[src/inc/asr_consts.vh]
// Constants for the converter status register block: offsets, field positions,
// reset values and serial frame lengths.
// Assumes inclusion by bare name from the design files; definitions only.
`ifndef ASR_CONSTS_VH
`define ASR_CONSTS_VH

// ----------------------------------------------------------------------------
// Register select codes carried in register_select_bits of the comms byte
// ----------------------------------------------------------------------------
`define ASR_ADDR_STATUS        6'h00
`define ASR_ADDR_DATA          6'h04

// ----------------------------------------------------------------------------
// Status register layout and reset value
// ----------------------------------------------------------------------------
`define ASR_STATUS_RESET       8'h80
`define ASR_BIT_READY          7
`define ASR_BIT_RANGE_ERR      6
`define ASR_BIT_WCHK_ERR       5
`define ASR_BIT_INTEG_ERR      4
`define ASR_CHAN_MSB           3
`define ASR_CHAN_LSB           0

// ----------------------------------------------------------------------------
// Comms byte fields
// ----------------------------------------------------------------------------
`define ASR_COMM_WEN_N         7
`define ASR_COMM_READ          6
`define ASR_SEL_MSB            5
`define ASR_SEL_LSB            0

// ----------------------------------------------------------------------------
// Data register values and serial frame lengths in bits
// ----------------------------------------------------------------------------
`define ASR_DATA_RESET         24'h000000
`define ASR_DATA_ALL_ONES      24'hFFFFFF
`define ASR_DATA_ALL_ZEROS     24'h000000
`define ASR_LEN_BYTE           6'h08
`define ASR_LEN_DATA           6'h18
`define ASR_LEN_DATA_STAT      6'h20

`endif

[src/logic/asr_pin_sync.v]
// Two-flop synchroniser for one pin input, with edge pulses on the clean side.
// Assumes the pin is asynchronous to CLOCK and changes slower than CLOCK.
`timescale 1ns/10ps
`default_nettype none

module asr_pin_sync (
  input  wire CLOCK,
  input  wire RESET_N,
  input  wire pin_in,
  output wire level,
  output wire rise,
  output wire fall
);

  reg meta_reg;
  reg sync_reg;
  reg prev_reg;

  // ----------------------------------------------------------------------------
  // Synchroniser chain; the first flop feeds only the second
  // ----------------------------------------------------------------------------
  always @(posedge CLOCK) begin
    if (!RESET_N) begin
      meta_reg <= 1'b1;
      sync_reg <= 1'b1;
      prev_reg <= 1'b1;
    end else begin
      meta_reg <= pin_in;
      sync_reg <= meta_reg;
      prev_reg <= sync_reg;
    end
  end

  // Edges found on the settled stages only
  assign level = sync_reg;
  assign rise  = sync_reg & ~prev_reg;
  assign fall  = ~sync_reg & prev_reg;

endmodule // asr_pin_sync

`default_nettype wire

[src/logic/asr_status_top.v]
// Converter status register with its serial read path and ready indication.
// Assumes a mode-3 serial host (clock idles high, device shifts on the falling
// edge, host samples on the rising edge) and conversion logic on CLOCK that
// reports results, calibration ends, checksum failures and integrity mismatches.
//
// Function
// - An eight-bit status register resets to 0x80, only the ready flag set.
// - With append-status set, a data register read sends the status byte after the result.
// - With chip select low and no read running, the data-out pin shows the ready flag.
// - The ready flag drops to 0 when a new result lands in the data register.
// - In calibration mode the ready flag drops when the calibration result is written instead.
// - A host read of the data register raises the ready flag back to 1, unless a new result lands in the same cycle.
// - Bit 6 flags an overrange or underrange of the conversion.
// - Overrange saturates the stored result at all ones, underrange at all zeros.
// - The range flag changes only when a result is written and clears on the next good one.
// - Bit 5 is set when a register write fails its checksum; reads are checked by the host.
// - Reading the status register clears the write check flag.
// - With integrity checking on, bit 4 sets when register contents no longer match.
// - The integrity flag holds until the host clears the check enable, which clears it.
// - Bits 3 to 0 give the channel of the result now held in the data register.
`timescale 1ns/10ps
`default_nettype none
`include "asr_consts.vh"

module asr_status_top (
  input  wire        CLOCK,
  input  wire        RESET_N,
  input  wire        SCLK,
  input  wire        CS_N,
  input  wire        DIN,
  output wire        DOUT_RDY,
  output wire        DOUT_RDY_OE_N,
  input  wire        APPEND_STATUS,
  input  wire        REG_CHECK_EN,
  input  wire        REG_MISMATCH,
  input  wire        WRITE_CRC_FAIL,
  input  wire        CAL_MODE,
  input  wire        CAL_DONE,
  input  wire        RESULT_VALID,
  input  wire [23:0] RESULT_DATA,
  input  wire [3:0]  RESULT_CHANNEL,
  input  wire        OVERRANGE,
  input  wire        UNDERRANGE,
  output wire [7:0]  STATUS,
  output wire [23:0] DATA_WORD
);

  // ----------------------------------------------------------------------------
  // Serial frame states
  // ----------------------------------------------------------------------------
  localparam [1:0] ST_COMM  = 2'b00;
  localparam [1:0] ST_READ  = 2'b01;
  localparam [1:0] ST_WRITE = 2'b10;

  wire        sclk_rise;
  wire        sclk_fall;
  wire        cs_n_lvl;
  wire        din_lvl;

  reg  [1:0]  state_reg;
  reg  [1:0]  state_next;
  reg  [5:0]  bit_cnt_reg;
  reg  [5:0]  bit_cnt_next;
  reg  [5:0]  len_reg;
  reg  [5:0]  len_next;
  reg  [6:0]  comm_reg;
  reg  [6:0]  comm_next;
  reg  [31:0] tx_reg;
  reg  [31:0] tx_next;
  reg         dout_reg;
  reg         dout_next;
  reg         rd_status_reg;
  reg         rd_status_next;
  reg         data_read_pulse;
  reg         status_read_pulse;

  reg         ready_reg;
  reg         range_err_reg;
  reg         wchk_err_reg;
  reg         integ_err_reg;
  reg  [3:0]  chan_reg;
  reg  [23:0] data_reg;

  wire [7:0]  comm_byte;
  wire [7:0]  status_byte;
  wire        new_data;
  // Reset image of the register, split per field so no bits are dropped
  wire [7:0]  status_reset = `ASR_STATUS_RESET;

  // ----------------------------------------------------------------------------
  // Pin synchronisers
  // ----------------------------------------------------------------------------
  asr_pin_sync u_sync_sclk (
    .CLOCK   (CLOCK),
    .RESET_N (RESET_N),
    .pin_in  (SCLK),
    .level   (),
    .rise    (sclk_rise),
    .fall    (sclk_fall)
  );

  asr_pin_sync u_sync_cs (
    .CLOCK   (CLOCK),
    .RESET_N (RESET_N),
    .pin_in  (CS_N),
    .level   (cs_n_lvl),
    .rise    (),
    .fall    ()
  );

  asr_pin_sync u_sync_din (
    .CLOCK   (CLOCK),
    .RESET_N (RESET_N),
    .pin_in  (DIN),
    .level   (din_lvl),
    .rise    (),
    .fall    ()
  );

  // Status byte assembled from the flags
  assign status_byte = {ready_reg, range_err_reg, wchk_err_reg, integ_err_reg, chan_reg};
  assign comm_byte   = {comm_reg, din_lvl};
  // Calibration modes signal completion instead of a stored result
  assign new_data    = CAL_MODE ? CAL_DONE : RESULT_VALID;

  // ----------------------------------------------------------------------------
  // Serial frame decoder and shifter
  // ----------------------------------------------------------------------------
  always @* begin
    state_next        = state_reg;
    bit_cnt_next      = bit_cnt_reg;
    len_next          = len_reg;
    comm_next         = comm_reg;
    tx_next           = tx_reg;
    dout_next         = dout_reg;
    rd_status_next    = rd_status_reg;
    data_read_pulse   = 1'b0;
    status_read_pulse = 1'b0;
    if (cs_n_lvl) begin
      // Deselect abandons any partial transfer
      state_next   = ST_COMM;
      bit_cnt_next = 6'h00;
    end else begin
      case (state_reg)
        ST_COMM: begin
          if (sclk_rise) begin
            comm_next    = comm_byte[6:0];
            bit_cnt_next = bit_cnt_reg + 6'h01;
            if (bit_cnt_reg == (`ASR_LEN_BYTE - 6'h01)) begin
              bit_cnt_next = 6'h00;
              // A comms byte with its enable bit high is not a command
              if (!comm_byte[`ASR_COMM_WEN_N]) begin
                if (comm_byte[`ASR_COMM_READ]) begin
                  state_next     = ST_READ;
                  rd_status_next = 1'b0;
                  if (comm_byte[`ASR_SEL_MSB:`ASR_SEL_LSB] == `ASR_ADDR_STATUS) begin
                    tx_next        = {status_byte, 24'h000000};
                    len_next       = `ASR_LEN_BYTE;
                    rd_status_next = 1'b1;
                  end else if (comm_byte[`ASR_SEL_MSB:`ASR_SEL_LSB] == `ASR_ADDR_DATA) begin
                    // Snapshot keeps the word steady while new results arrive
                    tx_next         = {data_reg, status_byte};
                    len_next        = APPEND_STATUS ? `ASR_LEN_DATA_STAT : `ASR_LEN_DATA;
                    data_read_pulse = 1'b1;
                  end else begin
                    tx_next  = 32'h00000000;
                    len_next = `ASR_LEN_BYTE;
                  end
                end else begin
                  // Writes are swallowed; no flag is writable here
                  state_next = ST_WRITE;
                end
              end
            end
          end
        end
        ST_READ: begin
          if (sclk_fall) begin
            dout_next = tx_reg[31];
            tx_next   = {tx_reg[30:0], 1'b0};
          end
          if (sclk_rise) begin
            bit_cnt_next = bit_cnt_reg + 6'h01;
            if (bit_cnt_reg == (len_reg - 6'h01)) begin
              state_next        = ST_COMM;
              bit_cnt_next      = 6'h00;
              status_read_pulse = rd_status_reg;
            end
          end
        end
        ST_WRITE: begin
          if (sclk_rise) begin
            bit_cnt_next = bit_cnt_reg + 6'h01;
            if (bit_cnt_reg == (`ASR_LEN_BYTE - 6'h01)) begin
              state_next   = ST_COMM;
              bit_cnt_next = 6'h00;
            end
          end
        end
        default: begin
          state_next   = ST_COMM;
          bit_cnt_next = 6'h00;
        end
      endcase
    end
  end

  always @(posedge CLOCK) begin
    if (!RESET_N) begin
      state_reg     <= ST_COMM;
      bit_cnt_reg   <= 6'h00;
      len_reg       <= `ASR_LEN_BYTE;
      comm_reg      <= 7'h00;
      tx_reg        <= 32'h00000000;
      dout_reg      <= 1'b1;
      rd_status_reg <= 1'b0;
    end else begin
      state_reg     <= state_next;
      bit_cnt_reg   <= bit_cnt_next;
      len_reg       <= len_next;
      comm_reg      <= comm_next;
      tx_reg        <= tx_next;
      dout_reg      <= dout_next;
      rd_status_reg <= rd_status_next;
    end
  end

  // ----------------------------------------------------------------------------
  // Status flags and data register
  // ----------------------------------------------------------------------------
  always @(posedge CLOCK) begin
    if (!RESET_N) begin
      ready_reg     <= status_reset[`ASR_BIT_READY];
      range_err_reg <= status_reset[`ASR_BIT_RANGE_ERR];
      wchk_err_reg  <= status_reset[`ASR_BIT_WCHK_ERR];
      integ_err_reg <= status_reset[`ASR_BIT_INTEG_ERR];
      chan_reg      <= status_reset[`ASR_CHAN_MSB:`ASR_CHAN_LSB];
      data_reg      <= `ASR_DATA_RESET;
    end else begin
      // A fresh result outranks a read, since the read carried the old word
      if (new_data)
        ready_reg <= 1'b0;
      else if (data_read_pulse)
        ready_reg <= 1'b1;
      // Range flag and saturation move only with a stored result
      if (RESULT_VALID && !CAL_MODE) begin
        range_err_reg <= OVERRANGE | UNDERRANGE;
        chan_reg      <= RESULT_CHANNEL;
        if (OVERRANGE)
          data_reg <= `ASR_DATA_ALL_ONES;
        else if (UNDERRANGE)
          data_reg <= `ASR_DATA_ALL_ZEROS;
        else
          data_reg <= RESULT_DATA;
      end
      // Checksum failure wins over a clearing read in the same cycle
      if (WRITE_CRC_FAIL)
        wchk_err_reg <= 1'b1;
      else if (status_read_pulse)
        wchk_err_reg <= 1'b0;
      // Integrity flag sticks until the check is switched off
      if (!REG_CHECK_EN)
        integ_err_reg <= 1'b0;
      else if (REG_MISMATCH)
        integ_err_reg <= 1'b1;
    end
  end

  // ----------------------------------------------------------------------------
  // Pin and observation outputs
  // ----------------------------------------------------------------------------
  // Mux kept combinational: a registered pin would eat the half clock the host needs
  assign DOUT_RDY      = (state_reg == ST_READ) ? dout_reg : ready_reg;
  assign DOUT_RDY_OE_N = cs_n_lvl;
  assign STATUS        = status_byte;
  assign DATA_WORD     = data_reg;

endmodule // asr_status_top

`default_nettype wire

[config.mk]
export PLATFORM = sky130hd
export DESIGN_NAME = asr_status_top
export DESIGN_NICKNAME = d
export VERILOG_FILES = /design/src/logic/asr_pin_sync.v /design/src/logic/asr_status_top.v
export VERILOG_INCLUDE_DIRS = /design/src /design/src/inc
export SDC_FILE = /design/constraint.sdc
export NUM_CORES = 1
export LEC_CHECK = 0
export BUFFER_PORTS_ARGS = -buffer_cell sky130_fd_sc_hd__buf_2
export CORE_UTILIZATION = 56
export DETAILED_ROUTE_END_ITERATION = 12
export PLACE_DENSITY = 0.8
export SYNTH_ARGS = -nofsm -noshare
export SYNTH_HDL_FRONTEND = slang
export SYNTH_HIERARCHICAL = 1
export SYNTH_SLANG_ARGS = --single-unit
[constraint.sdc]
create_clock -name CLOCK -period 2.6 [get_ports CLOCK]
set_input_delay 0.52 -clock CLOCK [delete_from_list [all_inputs] [get_ports CLOCK]]
set_output_delay 0.52 -clock CLOCK [all_outputs]
set_load 0.005 [all_outputs]
==> results.sh, run 1 <==
export IMPL_fillers=608
export IMPL_yosys_warnings=6
export IMPL_grt_max_degree=85
export IMPL_grt_overflow_total=0
export IMPL_hold_start="CS_N"
export IMPL_min_period_ns=2.35
export IMPL_min_period_over_period=0.904
export IMPL_totalWireLength_um=9220
export IMPL_startpoint_type="register"
export IMPL_cts_resized=0
export IMPL_critPathRequiredTime_ns=2.85
export IMPL_stdcell_count=612
export IMPL_tritoncts="done"
export IMPL_cp_cell_sequence="nor2b_1 > or4b_1 > nor4_4 > buf_4 > a21o_4 > o211ai_1 > o211a_1"
export IMPL_largest_reg_flops=32
export IMPL_whs_ns=0.336
export IMPL_path_class="reg -> reg"
export IMPL_drcViolationCount=0
export IMPL_antenna_diode_count=0
export IMPL_r2r_start="u_sync_sclk/level$_SDFF_PN1_"
export IMPL_hold_buffers=0
export IMPL_worstSkewPairLatency_ns=0.36
export IMPL_final_max_slew_violation_count=0
export IMPL_crit_path_max_fanout=40
export IMPL_clk_pin_slew_ns=0.09
export IMPL_setup_slack_ns=0.251
export IMPL_fin_skew_ns=0.0106
export IMPL_core_mm2=0.00725
export IMPL_synth_area_mm2=0.00420
export IMPL_relSlewSlack=0.265
export IMPL_nNetsFinal=552
export IMPL_clockRootBuffer="clkbuf_8"
export IMPL_start_util=0.579
export IMPL_hp_class="in -> reg"
export IMPL_worstSetupStartpoint="u_sync_sclk/level$_SDFF_PN1_"
export IMPL_ios=76
export IMPL_final_common_cell="dfxtp_1"
export IMPL_hold_viol_final=0
export IMPL_drtAntennaViolNets=0
export IMPL_arrival_ns=2.60
export IMPL_cts_setup_buffers=0
export IMPL_clock_sinks=91
export IMPL_pre_cts_ws_ns=0.310
export IMPL_die_area_mm2=0.00786
export IMPL_numCtsBuffers=9
export IMPL_placement_io_buffers=75
export IMPL_critPathSlowestCell="or4b_1"
export IMPL_synthCells=453
export IMPL_status="completed"
export IMPL_tns_ns=0
export IMPL_place_gp_congestion=0.834
export IMPL_tightest_slew_ns=1.10
export IMPL_vdd_ir_drop_worst_mv=0.392
export IMPL_crit_path_end_kind="register"
export IMPL_dp_cells=596
export IMPL_antenna_found_initial=0
export IMPL_cp_slowest_stage_delay_ns=0.54
export IMPL_grt_pass1_wl_um=15000
export IMPL_drt_wirelength_per_cell_um=15.1
export IMPL_finalSetupViolCount=0
export IMPL_grt_pass1_vias=3105
export IMPL_powerDensity_mw_per_mm2=565
export IMPL_avgViaCountPerCell=5.71
export IMPL_dp_hpwl_um=6140
export IMPL_die_y_um=88.6
export IMPL_layout_drive_gt1_share=0.271
export IMPL_die_x_um=88.6
export IMPL_rsz0062_at_grt="no"
export IMPL_p_leak_uw=0.00202
export IMPL_globalRouteTotalUtil=0.249
export IMPL_htreeDepth=3
export IMPL_syn_area_per_cell_um2=9.28
export IMPL_final_cell_mix="91 x dfxtp_1, 75 x buf_2, 54 x a21oi_1"
export IMPL_drtIter0Drc=148
export IMPL_row_count=31
export IMPL_vias=3492
export IMPL_synthesis_nets=497
export IMPL_cts_buffer_depth=2
export IMPL_drv_cap=0
export IMPL_firstDrtPassIters=5
export IMPL_area_delta_synth_final_pct=13.5
export IMPL_timing_fmax_mhz=426
worst max-delay path: cells and delay by family, from the launching register on:
family	cells	cell delay [ns]
compound gates	3	0.66
buf+inv	1	0.20
flops	1	0.34
simple gates	3	1.02
metrics by stage:
stage / util / area (um2) / total power [uW]
after global placement: 0.628 / 4560 / 1680
after CTS: 0.658 / 4770 / 2710
after detailed placement: 0.628 / 4560 / 1690
after floorplan: - / 4200 / 1590
final: 0.658 / 4770 / 2690
after global routing: 0.658 / 4770 / 2790
path summary, 6_finish.rpt:
path	endpoint	slack, ns	cells past startpoint
max reg2reg	tx_reg[25]$_SDFFE_PN0P_	0.25	7
min reg2reg	u_sync_cs/level$_SDFF_PN1_	0.42	1
min	u_sync_cs/meta_reg$_SDFF_PN1_	0.34	2
max	tx_reg[25]$_SDFFE_PN0P_	0.25	7
cell type report:
cell class | instances | area, um2 | area share
multi-input combinational | 314 | 2120 | 0.444
tap | 99 | 124 | 0.0260
clock buffer | 9 | 124 | 0.0260
clock inverter | 7 | 92.6 | 0.0194
sequential | 91 | 1820 | 0.382
timing repair buffer | 86 | 470 | 0.0986
inverter | 6 | 22.5 | 0.00472
metal layers:
metal	vias up	global-route usage	share of wire	wire, um
li1	1733	-	-	-
met1	1664	0.352	0.46	4260
met2	88	0.386	0.49	4480
met3	7	0.0364	0.040	370
met4	0	0.0953	0.012	107
met5	-	0	0	0
report_power, final:
part / switching, uW / total [uW] / internal (uW)
Clock: 499 / 1040 / 540
Sequential: 37.5 / 1470 / 1430
Combinational: 98.7 / 187 / 88.5
Total: 635 / 2690 / 2060
(Power assumes the default switching activity.)
==> run 2, diff against run 1 <==
ABC_AREA = 1   (was not set)
CORE_UTILIZATION = 40   (was 56)
PLACE_DENSITY = 0.6   (was 0.8)
==> run 2 against run 1 <==
Compared with the run above:
- clock power fell by 8%
- non-clock buffer count fell by 4
- routed wire length rose by 3.8%
- maximum frequency rose by 8.9%
- synthesized cell count rose by 25%
- global-route usage fell by 6.6 points
- clock skew rose by 0.0084 ns
- die area rose by 38%
- utilization fell by 18 points
- first-iteration DRC count rose by 4.1%
- critical path type unchanged
- critical endpoint is now tx_reg[14]$_SDFFE_PN0P_
- largest cell class is now sequential cells
==> results.sh, run 2 <==
export IMPL_status="completed"
export IMPL_tns_ns=0
export IMPL_whs_ns=0.327
export IMPL_antenna_diode_count=0
export IMPL_min_period_ns=2.16
export IMPL_firstDrtPassIters=4
export IMPL_tritoncts="done"
export IMPL_place_area_mm2=0.00461
export IMPL_p_leak_uw=0.00209
export IMPL_drt_wirelength_per_cell_um=12.5
export IMPL_grt_max_degree=49
export IMPL_timing_fmax_mhz=464
export IMPL_min_period_over_period=0.830
export IMPL_clk_pin_slew_ns=0.09
export IMPL_clock_sinks=91
export IMPL_drcViolationCount=0
export IMPL_antenna_found_initial=0
export IMPL_synthesis_nets=611
export IMPL_path_class="reg -> reg"
export IMPL_grt_overflow_total=0
export IMPL_place_gp_congestion=0.836
export IMPL_critPathRequiredTime_ns=2.92
export IMPL_cts_setup_buffers=0
export IMPL_setup_slack_ns=0.443
export IMPL_start_util=0.420
export IMPL_drv_cap=0
export IMPL_arrival_ns=2.48
export IMPL_totalWireLength_um=9570
export IMPL_worstSkewPairLatency_ns=0.38
export IMPL_crit_path_max_fanout=48
export IMPL_synthCells=567
export IMPL_htreeDepth=3
export IMPL_cp_slowest_stage_delay_ns=0.40
export IMPL_synth_area_mm2=0.00418
export IMPL_yosys_warnings=6
export IMPL_vias=3756
export IMPL_cts_buffer_depth=2
export IMPL_crit_path_end_kind="register"
export IMPL_cts_resized=0
export IMPL_final_max_slew_violation_count=0
export IMPL_row_count=36
export IMPL_ios=76
export IMPL_die_x_um=104
export IMPL_tightest_slew_ns=0.692
export IMPL_syn_area_per_cell_um2=7.37
export IMPL_pre_cts_ws_ns=0.468
export IMPL_area_delta_synth_final_pct=14.8
export IMPL_hold_viol_final=0
export IMPL_rsz0062_at_grt="no"
export IMPL_nNetsFinal=674
export IMPL_core_mm2=0.00995
export IMPL_layout_drive_gt1_share=0.202
export IMPL_dp_hpwl_um=6590
export IMPL_avgViaCountPerCell=4.89
export IMPL_drtIter0Drc=154
export IMPL_crit_path_frequent_cell="nand2_2"
export IMPL_globalRouteTotalUtil=0.183
export IMPL_grt_pass1_wl_um=16100
export IMPL_powerDensity_mw_per_mm2=546
export IMPL_numCtsBuffers=9
export IMPL_vdd_ir_drop_worst_mv=0.271
export IMPL_final_common_cell="nand2_1"
export IMPL_die_area_mm2=0.0109
export IMPL_drtAntennaViolNets=0
export IMPL_critPathSlowestCell="nand3_4"
export IMPL_clockRootBuffer="clkbuf_8"
export IMPL_startpoint_type="register"
export IMPL_largest_reg_flops=32
export IMPL_utilization=0.482
export IMPL_relSlewSlack=0.536
export IMPL_finalSetupViolCount=0
export IMPL_fin_skew_ns=0.0189
export IMPL_grt_pass1_vias=3446
export IMPL_die_y_um=104
export IMPL_hp_class="in -> reg"
export IMPL_final_cell_mix="102 x nand2_1, 97 x inv_1, 91 x dfxtp_1"
export IMPL_cp_cell_sequence="ha_1 > nand2_2 > nor2_2 > nand3_2 > nand2_2 > nand3_4 > buf_4 > a21oi_2 > o21a_1"
export IMPL_hold_buffers=0
export IMPL_fin_area_mm2=0.00480
export IMPL_placement_io_buffers=75
[run 2: path summary, 6_finish.rpt]
| path | startpoint | endpoint | slack (ns) | depth (start not counted) |
|---|---|---|---|---|
| worst max-delay path | bit_cnt_reg[0]$_SDFFE_PP0P_ | tx_reg[14]$_SDFFE_PN0P_ | 0.44 | 9 |
| worst min register to register | u_sync_sclk/meta_reg$_SDFF_PN1_ | u_sync_sclk/level$_SDFF_PN1_ | 0.41 | 2 |
| worst max register to register | bit_cnt_reg[0]$_SDFFE_PP0P_ | tx_reg[14]$_SDFFE_PN0P_ | 0.44 | 9 |
| worst min-delay path | CS_N | u_sync_cs/meta_reg$_SDFF_PN1_ | 0.33 | 3 |
[run 2: area by class of cell]
cell class,count,area [um2]
flip-flops and latches,91,1820
clock inverters,6,63.8
clock buffers,10,128
well taps,133,166
multi-input cells,342,1800
fillers,1018,5160
repair buffers,82,428
inverters,104,390
[run 2: power breakdown]
part / internal [uW] / leakage [uW] / switching [uW] / total (uW)
registers: 1430 / 0.000741 / 19.8 / 1450
logic: 86.4 / 0.00126 / 123 / 209
clock network: 445 / 0.0000927 / 515 / 959
total: 1960 / 0.00209 / 657 / 2620
[run 2: metrics by stage]
stage               power, uW  instances
finish                   2620        768
floorplan                1600        567
global placement         1690        752
CTS                      2660        768
detailed placement       1690        752
global route             2750        768
[run 2: per-layer routing]
metal,track usage,vias to the layer above,routed length [um]
met3,0.0401,12,397
met1,0.245,1709,4850
met2,0.290,79,4190
met4,0.0622,0,127
li1,-,1956,-
met5,0,-,0
[run 2: critical path: cells and delay by family (launching register included)]
kind | cells | cell delay, ns
buffers and inverters | 1 | 0.40
and+or+nand+nor | 5 | 0.85
AOI/OAI and AO/OA | 2 | 0.28
DFF | 1 | 0.36
adders and majority gates | 1 | 0.21
==> run 3, diff against run 2 <==
clock period = 2 ns   (was 2.6 ns; I/O delays follow)
==> run 3 against run 2 <==
Compared with the run above:
- combinational power increased by 31%
- clock power increased by 31%
- final cell count increased by 0.52%
- worst setup slack got worse by 0.30 ns
- critical path depth decreased by 2
- clock skew decreased by 0.0061 ns
- utilization increased by 0.62 points
- highest routed layer unchanged
==> results.sh, run 3 (same netlist as run 2, synthesis figures left out) <==
export IMPL_status="completed"
export IMPL_core_mm2=0.00995
export IMPL_wl_met1_um=4610
export IMPL_tns_ns=0
export IMPL_clock_sinks=91
export IMPL_hold_viol_final=0
export IMPL_ios=76
export IMPL_vias=3737
export IMPL_globalRouteTotalUtil=0.173
export IMPL_grt_overflow_total=0
export IMPL_worstSkewPairLatency_ns=0.36
export IMPL_vdd_ir_drop_worst_mv=0.345
export IMPL_start_util=0.420
export IMPL_drtAntennaViolNets=0
export IMPL_critPathRequiredTime_ns=1.60
export IMPL_numCtsBuffers=9
export IMPL_tightest_slew_ns=0.584
export IMPL_dp_hpwl_um=6520
export IMPL_cts_buffer_depth=2
export IMPL_avgViaCountPerCell=4.84
export IMPL_place_gp_congestion=0.800
export IMPL_placement_io_buffers=75
export IMPL_die_y_um=104
export IMPL_antenna_diode_count=0
export IMPL_fillers=1031
export IMPL_row_count=36
export IMPL_nNetsFinal=678
export IMPL_grt_max_degree=65
export IMPL_drcViolationCount=0
export IMPL_p_leak_uw=0.00212
export IMPL_seqCellArea_mm2=0.00182
export IMPL_drtIter0Drc=174
export IMPL_grt_pass1_vias=3413
export IMPL_grt_pass1_wl_um=15400
export IMPL_wl_met3_um=337
export IMPL_die_x_um=104
export IMPL_drv_cap=0
export IMPL_crit_path_end_kind="output pin"
export IMPL_min_period_ns=1.86
export IMPL_multiInputGateArea_mm2=0.00180
export IMPL_wl_met2_um=4180
export IMPL_firstDrtPassIters=4
export IMPL_layout_drive_gt1_share=0.208
export IMPL_die_area_mm2=0.0109
export IMPL_tritoncts="done"
export IMPL_crit_path_max_fanout=8
export IMPL_htreeDepth=3
export IMPL_area_delta_synth_final_pct=16.3
export IMPL_totalWireLength_um=9270
export IMPL_powerDensity_mw_per_mm2=704
export IMPL_min_period_over_period=0.929
export IMPL_hp_class="in -> reg"
export IMPL_final_cell_mix="102 x nand2_1, 97 x inv_1, 89 x dfxtp_1"
export IMPL_cts_setup_buffers=0
export IMPL_arrival_ns=1.46
export IMPL_final_common_cell="nand2_1"
export IMPL_top_layer_used="met4"
export IMPL_fin_skew_ns=0.0128
export IMPL_final_max_slew_violation_count=0
export IMPL_clk_pin_slew_ns=0.09
export IMPL_timing_fmax_mhz=538
export IMPL_path_class="reg -> out"
export IMPL_drt_wirelength_per_cell_um=12.0
export IMPL_startpoint_type="register"
export IMPL_largest_reg_flops=32
export IMPL_finalSetupViolCount=0
export IMPL_relSlewSlack=0.611
export IMPL_rsz0062_at_grt="no"
export IMPL_total_power_uw=3420
export IMPL_clockRootBuffer="clkbuf_8"
export IMPL_antenna_found_initial=0
export IMPL_utilization=0.488
-- run 3: per-layer routing --
layer	global-route usage	up-vias
li1	-	1961
met1	0.231	1692
met2	0.280	73
met3	0.0251	11
met4	0.0704	0
met5	0	-
-- run 3: layout make-up --
class	instances	area share
inverter	104	0.0803
clock buffer	12	0.0299
timing repair buffer	86	0.0994
multi-input combinational	342	0.370
clock inverter	4	0.0103
sequential	91	0.375
tap	133	0.0342
-- run 3: final timing paths --
kind,to,cells past startpoint,start,slack [ns]
setup reg to reg,tx_reg[7]$_SDFFE_PN0P_,9,bit_cnt_reg[0]$_SDFFE_PP0P_,0.28
hold reg to reg,u_sync_din/level$_SDFF_PN1_,2,u_sync_din/meta_reg$_SDFF_PN1_,0.41
setup / recovery,DOUT_RDY,7,state_reg[0]$_SDFFE_PP0P_,0.14
hold / removal,u_sync_sclk/meta_reg$_SDFF_PN1_,3,SCLK,0.22
-- run 3: worst max-delay path, stage by stage (launching register included) --
cell	delay (ns)
dfxtp_2	0.38
inv_2	0.08
nor2_4	0.14
buf_4	0.19
nor2_1	0.06
inv_1	0.06
nand2_1	0.06
buf_2	0.13
-- run 3: stage by stage --
stage	hold slack [ns]	setup slack (ns)	instances	cell area [um2]
2_1_floorplan	0.380	0.491	567	4180
3_3_place_gp	0.383	0.378	756	4660
3_5_place_dp	0.391	0.304	756	4660
4_1_cts	0.198	0.0538	772	4860
5_1_grt	0.212	0.0404	772	4860
6_report	0.218	0.143	772	4860
-- run 3: what timing repair did --
item | in CTS | in global routing
hold buffers | 0 | 0
gates resized for setup | 0 | 2
setup endpoints to repair | 0 | 1
-- run 3: power by group --
part | switching, uW | internal (uW)
clock network | 648 | 612
logic | 156 | 117
registers | 25.4 | 1860
